==> config.mk <==
export PLATFORM = sky130hd
export DESIGN_NAME = fault_diagnostics_monitor
export DESIGN_NICKNAME = d
export VERILOG_FILES = /design/src/design/fault_diag_pkg.sv /design/src/design/fault_filter.sv /design/src/design/config_checksum.sv /design/src/design/fault_diagnostics_monitor.sv
export SDC_FILE = /design/constraint.sdc
export NUM_CORES = 2
export LEC_CHECK = 0
export BUFFER_PORTS_ARGS = -buffer_cell sky130_fd_sc_hd__buf_2
export CORE_MARGIN = 3
export CORE_UTILIZATION = 35
export DETAILED_ROUTE_END_ITERATION = 8
export HOLD_SLACK_MARGIN = 0.05
export MAX_ROUTING_LAYER = met4
export PLACE_DENSITY = 0.55
export SLEW_MARGIN = 20
export SYNTH_ARGS = -nofsm -noshare
export SYNTH_HDL_FRONTEND = slang
export SYNTH_HIERARCHICAL = 1
export SYNTH_SLANG_ARGS = --single-unit
==> constraint.sdc <==
create_clock -name clk -period 6.8 [get_ports clk]
set_input_delay 0.68 -clock clk [delete_from_list [all_inputs] [get_ports clk]]
set_output_delay 0.68 -clock clk [all_outputs]
set_load 0.1 [all_outputs]
==> src/design/fault_diag_pkg.sv <==
package fault_diag_pkg;

  // Sizes of the monitored inputs.
  localparam int NumCells = 12;
  localparam int NumWires = 13;
  localparam int NumTemps = 4;
  localparam int CodeW = 14;
  localparam int SumW = 16;

  // Register byte offsets on the APB bus.
  localparam logic [7:0] AddrSummary = 8'h00;
  localparam logic [7:0] AddrOvDetail = 8'h04;
  localparam logic [7:0] AddrUvDetail = 8'h08;
  localparam logic [7:0] AddrWireDetail = 8'h0C;
  localparam logic [7:0] AddrTempDetail = 8'h10;
  localparam logic [7:0] AddrFaultSetup = 8'h14;
  localparam logic [7:0] AddrCellSetup = 8'h18;
  localparam logic [7:0] AddrDevSetup = 8'h1C;
  localparam logic [7:0] AddrOvLimit = 8'h20;
  localparam logic [7:0] AddrUvLimit = 8'h24;
  localparam logic [7:0] AddrTempLimit = 8'h28;
  localparam logic [7:0] AddrCommand = 8'h2C;
  localparam logic [7:0] AddrStatus = 8'h30;

  // Bit positions in the fault summary register.
  localparam int SumOv = 0;
  localparam int SumUv = 1;
  localparam int SumWire = 2;
  localparam int SumTemp = 3;
  localparam int SumSupply = 4;
  localparam int SumGround = 5;
  localparam int SumClock = 6;
  localparam int SumChecksum = 7;
  localparam int SumBits = 8;

  // Field positions in setup and command registers.
  localparam int FiltSelLsb = 0;
  localparam int TempEnLsb = 4;
  localparam int WireCurBit = 0;
  localparam int CmdCalcBit = 0;
  localparam int CmdCheckBit = 1;
  localparam int CmdWakeBit = 2;

  // Reset values; the cell scale puts 5 V at the top code, temperature 2.5 V.
  localparam logic [2:0] FiltSelRst = 3'h3;
  localparam logic [13:0] CellFullScale = 14'h1FFF;
  localparam logic [13:0] TempFullScale = 14'h3FFF;
  localparam logic [13:0] LimitZero = 14'h0000;

  typedef struct packed {
    logic [2:0] filterSel;
    logic [NumTemps-1:0] tempTestEn;
    logic [NumCells-1:0] cellAbsent;
    logic wireCurrentHigh;
    logic [CodeW-1:0] ovLimit;
    logic [CodeW-1:0] uvLimit;
    logic [CodeW-1:0] tempLimit;
  } cfg_s;

  typedef struct packed {
    logic [NumCells-1:0][CodeW-1:0] cellCode;
    logic [NumTemps-1:0][CodeW-1:0] tempCode;
    logic [NumWires-1:0] openWire;
    logic supplyOpen;
    logic groundOpen;
  } meas_s;

  typedef enum logic [2:0] {
    CkIdle = 3'h1,
    CkCalc = 3'h2,
    CkCheck = 3'h4
  } cksum_state_e;

endpackage : fault_diag_pkg

==> src/design/fault_filter.sv <==
`timescale 1ns/10ps
`default_nettype none
module fault_filter #(
  parameter int CntW = 8
) (
  input wire logic clk,
  input wire logic rst,
  input wire logic clear,
  input wire logic sample,
  input wire logic result,
  input wire logic [2:0] sel,
  output logic hit
);

  logic [CntW-1:0] count_q;
  logic [CntW:0] next;
  logic [CntW:0] target;

  // The run length is two to the power of the select code.
  assign target = (CntW+1)'(1) << sel;
  assign next = {1'b0, count_q} + (CntW+1)'(1);
  assign hit = sample & result & ~clear & (next >= target);

  // A negative sample or a select change empties the run; saturate on overflow.
  always_ff @(posedge clk) begin
    if (rst || clear) begin
      count_q <= '0;
    end else if (sample) begin
      if (!result) begin
        count_q <= '0;
      end else if (!next[CntW]) begin
        count_q <= next[CntW-1:0];
      end
    end
  end
endmodule : fault_filter
`default_nettype wire

==> src/design/config_checksum.sv <==
`timescale 1ns/10ps
`default_nettype none
module config_checksum #(
  parameter int DataW = 62,
  parameter int SumW = 16
) (
  input wire logic [DataW-1:0] data,
  output logic [SumW-1:0] sum
);

  localparam int Words = (DataW + SumW - 1) / SumW;

  logic [Words*SumW-1:0] padded;

  assign padded = {{(Words*SumW-DataW){1'b0}}, data};

  // Rotate and fold so that swapped fields still change the result.
  always_comb begin
    sum = '0;
    for (int i = 0; i < Words; i++) begin
      sum = {sum[SumW-2:0], sum[SumW-1]} ^ padded[i*SumW +: SumW];
    end
  end

endmodule : config_checksum
`default_nettype wire

==> src/design/fault_diagnostics_monitor.sv <==
`timescale 1ns/10ps
`default_nettype none
// Function
// - Watch internal functions always; each static fault sets its summary bit.
// - Oscillator fault sets clock flag first, then puts device to sleep.
// - Sleeping device ignores normal commands; next device reports comms failure.
// - Cell limits use scale where 14'h1FFF equals 5 V.
// - Filter select resets to 3'b011, eight consecutive samples.
// - Cell-setup bit 1 means absent; absent cells skip voltage checks.
// - Each cell has own OV and UV filters needing consecutive positives.
// - Any negative result zeroes that filter's run count.
// - Changing the filter select field clears every filter.
// - Supply and ground open use same consecutive-run filtering.
// - Fault arriving while summary is zero sends summary unasked.
// - Wire test current select: set gives 1 mA, clear 150 uA.
// - Inputs two to twelve masked by cell setup; lowest two always tested.
// - Temperature limit uses scale where 14'h3FFF equals 2.5 V.
// - Four enable bits choose which temperature inputs are tested.
// - Over-temperature flagged at once when enabled input below limit.
// - Calculate command stores checksum of configuration registers.
// - Check command recomputes, compares, sets checksum flag on mismatch.
// - Checksum fault halts scanning and cell balancing.
// - Voltage scan end samples all four; single measure checks OV, UV.
// - Run length is two to the select code, 1 to 128.
module fault_diagnostics_monitor (
  input wire logic clk,
  input wire logic rst,
  input wire logic psel,
  input wire logic penable,
  input wire logic pwrite,
  input wire logic [7:0] paddr,
  input wire logic [31:0] pwdata,
  output logic [31:0] prdata,
  output logic pready,
  output logic pslverr,
  input wire fault_diag_pkg::meas_s meas,
  input wire logic voltScanDone,
  input wire logic cellMeasureDone,
  input wire logic [3:0] cellMeasureIdx,
  input wire logic wireScanDone,
  input wire logic tempScanDone,
  input wire logic oscFault,
  output logic sleepMode,
  output logic haltActivity,
  output logic wireTestCurrentHigh,
  output logic summaryTxValid,
  output logic [7:0] summaryTxData
);

  localparam int NC = fault_diag_pkg::NumCells;
  localparam int NW = fault_diag_pkg::NumWires;
  localparam int NT = fault_diag_pkg::NumTemps;
  localparam int NF = 2 * NC + 2;
  localparam int SB = fault_diag_pkg::SumBits;

  fault_diag_pkg::cfg_s cfg_q;
  fault_diag_pkg::cksum_state_e ckState_q;
  logic [SB-1:0] summary_q, summary_d, sumSet, sumClr;
  logic [NC-1:0] ovDetail_q, uvDetail_q, ovSet, uvSet;
  logic [NW-1:0] wireDetail_q, wireSet, wireMask;
  logic [NT-1:0] tempDetail_q, tempSet;
  logic [NF-1:0] filtSample, filtResult, filtHit;
  logic [2:0] selPrev_q;
  logic [15:0] sumNow, sumStored_q;
  logic access, wrEn, rdEn, mapped, selChange, cksumMiss;
  logic calcCmd, checkCmd, wakeCmd;
  logic [31:0] rdData;

  // APB: one wait state so read data comes from a flop.
  assign access = psel & penable;
  assign wrEn = access & pready & pwrite;
  assign rdEn = access & ~pready;

  always_ff @(posedge clk) begin
    if (rst) begin
      pready <= 1'b0;
      pslverr <= 1'b0;
      prdata <= 32'h0000_0000;
    end else begin
      pready <= rdEn;
      pslverr <= rdEn & ~mapped;
      if (rdEn && !pwrite) begin
        prdata <= rdData;
      end
    end
  end

  // Read mux; unmapped addresses read zero and raise pslverr.
  always_comb begin
    mapped = 1'b1;
    rdData = 32'h0000_0000;
    case (paddr)
      fault_diag_pkg::AddrSummary: rdData[SB-1:0] = summary_q;
      fault_diag_pkg::AddrOvDetail: rdData[NC-1:0] = ovDetail_q;
      fault_diag_pkg::AddrUvDetail: rdData[NC-1:0] = uvDetail_q;
      fault_diag_pkg::AddrWireDetail: rdData[NW-1:0] = wireDetail_q;
      fault_diag_pkg::AddrTempDetail: rdData[NT-1:0] = tempDetail_q;
      fault_diag_pkg::AddrFaultSetup: begin
        rdData[fault_diag_pkg::FiltSelLsb +: 3] = cfg_q.filterSel;
        rdData[fault_diag_pkg::TempEnLsb +: NT] = cfg_q.tempTestEn;
      end
      fault_diag_pkg::AddrCellSetup: rdData[NC-1:0] = cfg_q.cellAbsent;
      fault_diag_pkg::AddrDevSetup: rdData[fault_diag_pkg::WireCurBit] = cfg_q.wireCurrentHigh;
      fault_diag_pkg::AddrOvLimit: rdData[13:0] = cfg_q.ovLimit;
      fault_diag_pkg::AddrUvLimit: rdData[13:0] = cfg_q.uvLimit;
      fault_diag_pkg::AddrTempLimit: rdData[13:0] = cfg_q.tempLimit;
      fault_diag_pkg::AddrCommand: rdData = 32'h0000_0000;
      fault_diag_pkg::AddrStatus: rdData[2:0] = {ckState_q != fault_diag_pkg::CkIdle,
                                                  haltActivity, sleepMode};
      default: mapped = 1'b0;
    endcase
  end

  // Configuration page; the limits are raw codes on the measurement scale.
  always_ff @(posedge clk) begin
    if (rst) begin
      cfg_q.filterSel <= fault_diag_pkg::FiltSelRst;
      cfg_q.tempTestEn <= '0;
      cfg_q.cellAbsent <= '0;
      cfg_q.wireCurrentHigh <= 1'b0;
      cfg_q.ovLimit <= fault_diag_pkg::CellFullScale;
      cfg_q.uvLimit <= fault_diag_pkg::LimitZero;
      cfg_q.tempLimit <= fault_diag_pkg::LimitZero;
    end else if (wrEn) begin
      case (paddr)
        fault_diag_pkg::AddrFaultSetup: begin
          cfg_q.filterSel <= pwdata[fault_diag_pkg::FiltSelLsb +: 3];
          cfg_q.tempTestEn <= pwdata[fault_diag_pkg::TempEnLsb +: NT];
        end
        fault_diag_pkg::AddrCellSetup: cfg_q.cellAbsent <= pwdata[NC-1:0];
        fault_diag_pkg::AddrDevSetup: cfg_q.wireCurrentHigh <= pwdata[fault_diag_pkg::WireCurBit];
        fault_diag_pkg::AddrOvLimit: cfg_q.ovLimit <= pwdata[13:0];
        fault_diag_pkg::AddrUvLimit: cfg_q.uvLimit <= pwdata[13:0];
        fault_diag_pkg::AddrTempLimit: cfg_q.tempLimit <= pwdata[13:0];
        default: ;
      endcase
    end
  end

  // The analog side picks 1 mA or 150 uA from this level.
  always_ff @(posedge clk) begin
    if (rst) begin
      wireTestCurrentHigh <= 1'b0;
    end else begin
      wireTestCurrentHigh <= cfg_q.wireCurrentHigh;
    end
  end

  // A changed select is seen one cycle after the write and clears all filters.
  always_ff @(posedge clk) begin
    if (rst) begin
      selPrev_q <= fault_diag_pkg::FiltSelRst;
    end else begin
      selPrev_q <= cfg_q.filterSel;
    end
  end
  assign selChange = cfg_q.filterSel != selPrev_q;

  // Sample points: scan end for all but absent cells, single measure for its own cell only.
  always_comb begin
    for (int i = 0; i < NC; i++) begin
      filtSample[i] = ~cfg_q.cellAbsent[i] & (voltScanDone |
                      (cellMeasureDone & (cellMeasureIdx == 4'(i))));
      filtSample[i+NC] = filtSample[i];
      filtResult[i] = meas.cellCode[i] > cfg_q.ovLimit;
      filtResult[i+NC] = meas.cellCode[i] < cfg_q.uvLimit;
    end
    filtSample[2*NC] = voltScanDone;
    filtSample[2*NC+1] = voltScanDone;
    filtResult[2*NC] = meas.supplyOpen;
    filtResult[2*NC+1] = meas.groundOpen;
  end

  // One independent filter per cell and direction, plus supply and ground.
  for (genvar g = 0; g < NF; g++) begin : gFilt
    fault_filter #(.CntW(8)) uFilt (
      .clk(clk),
      .rst(rst),
      .clear(selChange),
      .sample(filtSample[g]),
      .result(filtResult[g]),
      .sel(cfg_q.filterSel),
      .hit(filtHit[g])
    );
  end

  assign ovSet = filtHit[NC-1:0];
  assign uvSet = filtHit[2*NC-1:NC];

  // The two lowest inputs are always tested; the rest follow cell setup.
  assign wireMask = {~cfg_q.cellAbsent[NC-1:1], 2'h3};
  assign wireSet = wireScanDone ? (meas.openWire & wireMask) : '0;

  // Temperature faults bypass the filters.
  always_comb begin
    for (int i = 0; i < NT; i++) begin
      tempSet[i] = tempScanDone & cfg_q.tempTestEn[i] &
                   (meas.tempCode[i] < cfg_q.tempLimit);
    end
  end

  // Commands are dropped while asleep, except the wakeup.
  assign calcCmd = wrEn && paddr == fault_diag_pkg::AddrCommand &&
                   pwdata[fault_diag_pkg::CmdCalcBit] && !sleepMode;
  assign checkCmd = wrEn && paddr == fault_diag_pkg::AddrCommand &&
                    pwdata[fault_diag_pkg::CmdCheckBit] && !sleepMode;
  assign wakeCmd = wrEn && paddr == fault_diag_pkg::AddrCommand &&
                   pwdata[fault_diag_pkg::CmdWakeBit];

  config_checksum #(.DataW($bits(fault_diag_pkg::cfg_s)), .SumW(16)) uCksum (
    .data(cfg_q),
    .sum(sumNow)
  );

  // Checksum sequencer; calculate wins if both command bits are written.
  always_ff @(posedge clk) begin
    if (rst) begin
      ckState_q <= fault_diag_pkg::CkIdle;
      sumStored_q <= 16'h0000;
    end else begin
      unique case (ckState_q)
        fault_diag_pkg::CkIdle: begin
          if (calcCmd) begin
            ckState_q <= fault_diag_pkg::CkCalc;
          end else if (checkCmd) begin
            ckState_q <= fault_diag_pkg::CkCheck;
          end
        end
        fault_diag_pkg::CkCalc: begin
          sumStored_q <= sumNow;
          ckState_q <= fault_diag_pkg::CkIdle;
        end
        fault_diag_pkg::CkCheck: ckState_q <= fault_diag_pkg::CkIdle;
        default: ckState_q <= fault_diag_pkg::CkIdle;
      endcase
    end
  end
  assign cksumMiss = ckState_q == fault_diag_pkg::CkCheck && sumNow != sumStored_q;

  // Summary set events; a set in the clearing cycle wins.
  always_comb begin
    sumSet = '0;
    sumSet[fault_diag_pkg::SumOv] = |ovSet;
    sumSet[fault_diag_pkg::SumUv] = |uvSet;
    sumSet[fault_diag_pkg::SumWire] = |wireSet;
    sumSet[fault_diag_pkg::SumTemp] = |tempSet;
    sumSet[fault_diag_pkg::SumSupply] = filtHit[2*NC];
    sumSet[fault_diag_pkg::SumGround] = filtHit[2*NC+1];
    sumSet[fault_diag_pkg::SumClock] = oscFault;
    sumSet[fault_diag_pkg::SumChecksum] = cksumMiss;
    sumClr = (wrEn && paddr == fault_diag_pkg::AddrSummary) ? pwdata[SB-1:0] : '0;
    summary_d = (summary_q & ~sumClr) | sumSet;
  end

  // Sticky flags, cleared only by writing ones.
  always_ff @(posedge clk) begin
    if (rst) begin
      summary_q <= '0;
      ovDetail_q <= '0;
      uvDetail_q <= '0;
      wireDetail_q <= '0;
      tempDetail_q <= '0;
    end else begin
      summary_q <= summary_d;
      ovDetail_q <= (ovDetail_q & ~((wrEn && paddr == fault_diag_pkg::AddrOvDetail) ?
                    pwdata[NC-1:0] : '0)) | ovSet;
      uvDetail_q <= (uvDetail_q & ~((wrEn && paddr == fault_diag_pkg::AddrUvDetail) ?
                    pwdata[NC-1:0] : '0)) | uvSet;
      wireDetail_q <= (wireDetail_q & ~((wrEn && paddr == fault_diag_pkg::AddrWireDetail) ?
                      pwdata[NW-1:0] : '0)) | wireSet;
      tempDetail_q <= (tempDetail_q & ~((wrEn && paddr == fault_diag_pkg::AddrTempDetail) ?
                      pwdata[NT-1:0] : '0)) | tempSet;
    end
  end

  // Unasked report only on the step from an empty summary.
  always_ff @(posedge clk) begin
    if (rst) begin
      summaryTxValid <= 1'b0;
      summaryTxData <= 8'h00;
    end else begin
      summaryTxValid <= (|sumSet) && summary_q == '0;
      summaryTxData <= summary_d;
    end
  end

  // Sleep follows the clock flag by a cycle; a set flag keeps the device asleep until cleared.
  always_ff @(posedge clk) begin
    if (rst) begin
      sleepMode <= 1'b0;
    end else if (summary_q[fault_diag_pkg::SumClock]) begin
      sleepMode <= 1'b1;
    end else if (wakeCmd) begin
      sleepMode <= 1'b0;
    end
  end

  // Scanning and balancing stay halted while the checksum flag is set.
  always_ff @(posedge clk) begin
    if (rst) begin
      haltActivity <= 1'b0;
    end else begin
      haltActivity <= summary_d[fault_diag_pkg::SumChecksum];
    end
  end
endmodule : fault_diagnostics_monitor
`default_nettype wire

==> results.cfg <==
[status]
outcome = completed

[logic_synthesis]
synthesis.area_sq_mm = 0.0341
yosysWarnings = 6
synth_top_area_share_pct = 22.4
synth_seq_area_share_pct = 21.1
syn-mean-instance-area_sq_um = 8.03
synth_edf_count = 0
ys_types = 76
synth-seq-cells = 360
synth_area_leader_cell = ha_1
synthTopCellsByArea = ha_1, dfxtp_1, nand2_1
synth_ff_type = dfxtp_1
async_flop_share_pct = 0
syn_inst = 4250

[clocking]
cts_tree = done
cts_hold_buf = 0
ctsResizeCount = 0
clock-root-buffer = clkbuf_16
clk_path_buf_depth = 3
clk_latency_ps = 610
clk_pin_slew_ps = 60
cts_setup_buffers = 0
cts_buffers = 45
htree_levels = 2
cts_sinks = 360

[worst_setup_path]
crit_chain = inv_1 -> ha_1 -> nor2b_1 -> o21a_1 -> o21a_1 -> o21ai_0 -> a211o_1 -> a21oi_1 -> nand2_1 -> nor2_1 -> nand2_1 -> o21ai_0 -> nor4_1 -> nand3_1 -> nor4_1 -> and4b_1 -> a21oi_1
crit_arrival_ps = 5100
slowest_stage = a21oi_1
rrSetupSlack_ps = 2240
slowest_delay_ps = 830
reg2reg_depth = 17
cp_max_fo = 10
critPathRequiredTime_ps = 7340
criticalPathCategory = flop to flop
endpoint_kind = flop
worst_setup_path_start_kind = flop

[floorplan]
start_util_pct = 35.6
num_rows = 113
core_area_sq_mm = 0.0959
die-area_sq_mm = 0.101
die_h_um = 318
io_pins = 339
die_w_um = 318

[hold_path]
hold_path.class = primary input to flop
hold_depth = 3

[sta]
fin_crit_ps = 4560
rsz0062_at_grt = false
finalWorstSetupSlack_ps = 2240
setup_tns_ps = 0
hold_viol = 0
slew_violations = 0
setup-violations-final = 0
fin_skew_ps = 47.8
tightest_slew_ps = 1140
timing.final.crit_share_pct = 67.1
max_freq_ghz = 0.219
maxSlewHeadroom_pct = 23.1

[flow_run]
maxCapViolations = 0

[placed_design]
hpwl_um = 89800
pre_cts_ws_ps = 2140
dp.cells = 5767
gp_congestion = 0.927
io_buffers = 302

[final_layout]
regArea_sq_mm = 0.00722
final_cells = 5857
mostFrequentLayoutCells = ha_1, nand2_1, a21oi_1, dfxtp_1, nor2_1
layout-drive-gt1-share_pct = 13.2
area_growth_pct = 13.6
final_common_cell = ha_1
multi_input_area_sq_mm = 0.0259
fillers = 9941
finish.net_count = 5452

[grt]
grt.overflow.total = 0
grt.total_usage_pct = 22.7
grt_pass1_wl_um = 180000
grt_max_degree = 164
first_global_vias = 30700
antenna_found_initial = 12

[routing]
ant_nets = 0
first_pass_iters = 7
routed_wl_um = 117000
routed-via-count = 33000
drc = 0
drt_iter0_drc = 2414
avgRoutedWirePerCell_um = 20.0
via_per_inst = 5.64

[power_and_ir_drop]
power_density_mw_per_mm2 = 141
ir_drop_uv = 214
total_power_mw = 5.47
power.leakage_nw = 16.0
[cells by family (layout without fill, tap and decap cells)]
family | count (synthesis) | in the layout | share of synthesized area [%]
multiplexers | 41 | 41 | 1.37
flip-flops | 360 | 360 | 21.1
AND/OR/NAND/NOR | 1618 | 1618 | 24.8
other | 1 | 25 | 0.0110
buffers and inverters | 269 | 587 | 3.40
XOR/XNOR | 221 | 221 | 5.67
AO/OA/AOI/OAI | 1130 | 1130 | 21.3
adder cells (fa/ha/maj) | 610 | 610 | 22.4
[per-stage QoR]
| stage | instance area [sq um] | util (%) | hold WS (ps) |
|---|---|---|---|
| after CTS | 38800 | 40.4 | 271 |
| after detailed placement | 37200 | 38.8 | 451 |
| after global routing | 38800 | 40.5 | 290 |
| after floorplan | 34200 | - | 448 |
| final | 38800 | 40.5 | 305 |
| after global placement | 37200 | 38.8 | 449 |
[synthesized netlist by cell type, types with 7 or more instances]
master    number
xor2_1       108
or3_1         27
o22ai_1       34
a211o_1       54
o21ai_1       26
inv_1        143
buf_2         37
nand4_2       27
nand2_1      534
xnor2_1      113
nor3b_1       15
mux2i_1       30
o21bai_1      12
buf_4         24
or2_1         26
nand3_1      171
a32o_1        54
nor2b_1       55
o41ai_1       52
nand2b_1      29
nor4_1        17
a32oi_1        8
o21a_1        66
or3b_2        53
a22oi_1       17
a21oi_1      398
nor3_2        31
nor3_1        78
nor2_1       312
o31ai_1       39
a31oi_1       10
nand3b_1      78
a21o_1        86
ha_1         610
and3_4        26
a211oi_1      63
o21ai_0      172
clkbuf_1      63
dfxtp_1      360
nand4_1      106
mux2_2         7
o211ai_1       7
[per-layer routing]
metal  GRT usage [%]  wire length, um
met2            37.0            54300
met4            6.66             3440
met5               -                0
met3            3.21             6660
met1            29.3            52700
[registers in the layout (all words and copies together), names as in the netlist]
signal / count
pready: 1
ovDetail_q: 12
summaryTxData: 8
sleepMode: 1
pslverr: 1
gFilt.uFilt/count_q: 208
sumStored_q: 16
selPrev_q: 3
ckState_q: 3
wireDetail_q: 13
wireTestCurrentHigh: 1
uvDetail_q: 12
tempDetail_q: 4
cfg_q: 62
summaryTxValid: 1
prdata: 14
[layout make-up]
cell class                 count  area share, %
clock buffer                  68           3.49
multi-input combinational   3638           66.7
timing repair buffer         361           5.18
tap                         1265           4.08
clock inverter                15          0.494
antenna                        7         0.0452
inverter                     143           1.38
sequential                   360           18.6
[worst max-delay path: cells and delay by family (launching register included)]
family | cells | cell delay, ps
AND/OR/NAND/NOR | 8 | 1040
AO/OA/AOI/OAI | 7 | 2290
flip-flops | 1 | 390
buffers and inverters | 1 | 320
adder cells (fa/ha/maj) | 1 | 430
[power breakdown]
group	internal, mW	total [mW]	leakage, nW	switching [mW]
Combinational	0.273	0.782	12.4	0.509
Sequential	2.13	2.15	2.91	0.0234
Clock	1.50	2.54	0.756	1.05
Total	3.90	5.47	16.0	1.58
[final timing paths]
path                                      end                    from
setup / recovery    summaryTxValid$_SDFF_PP0_  cfg_q[29]$_SDFFE_PP1P_
setup reg to reg    summaryTxValid$_SDFF_PP0_  cfg_q[29]$_SDFFE_PP1P_
hold / removal    summaryTxData[6]$_SDFF_PP0_                oscFault
hold reg to reg        prdata[7]$_SDFFE_PP0P_  prdata[7]$_SDFFE_PP0P_
(Power assumes the default switching activity.)
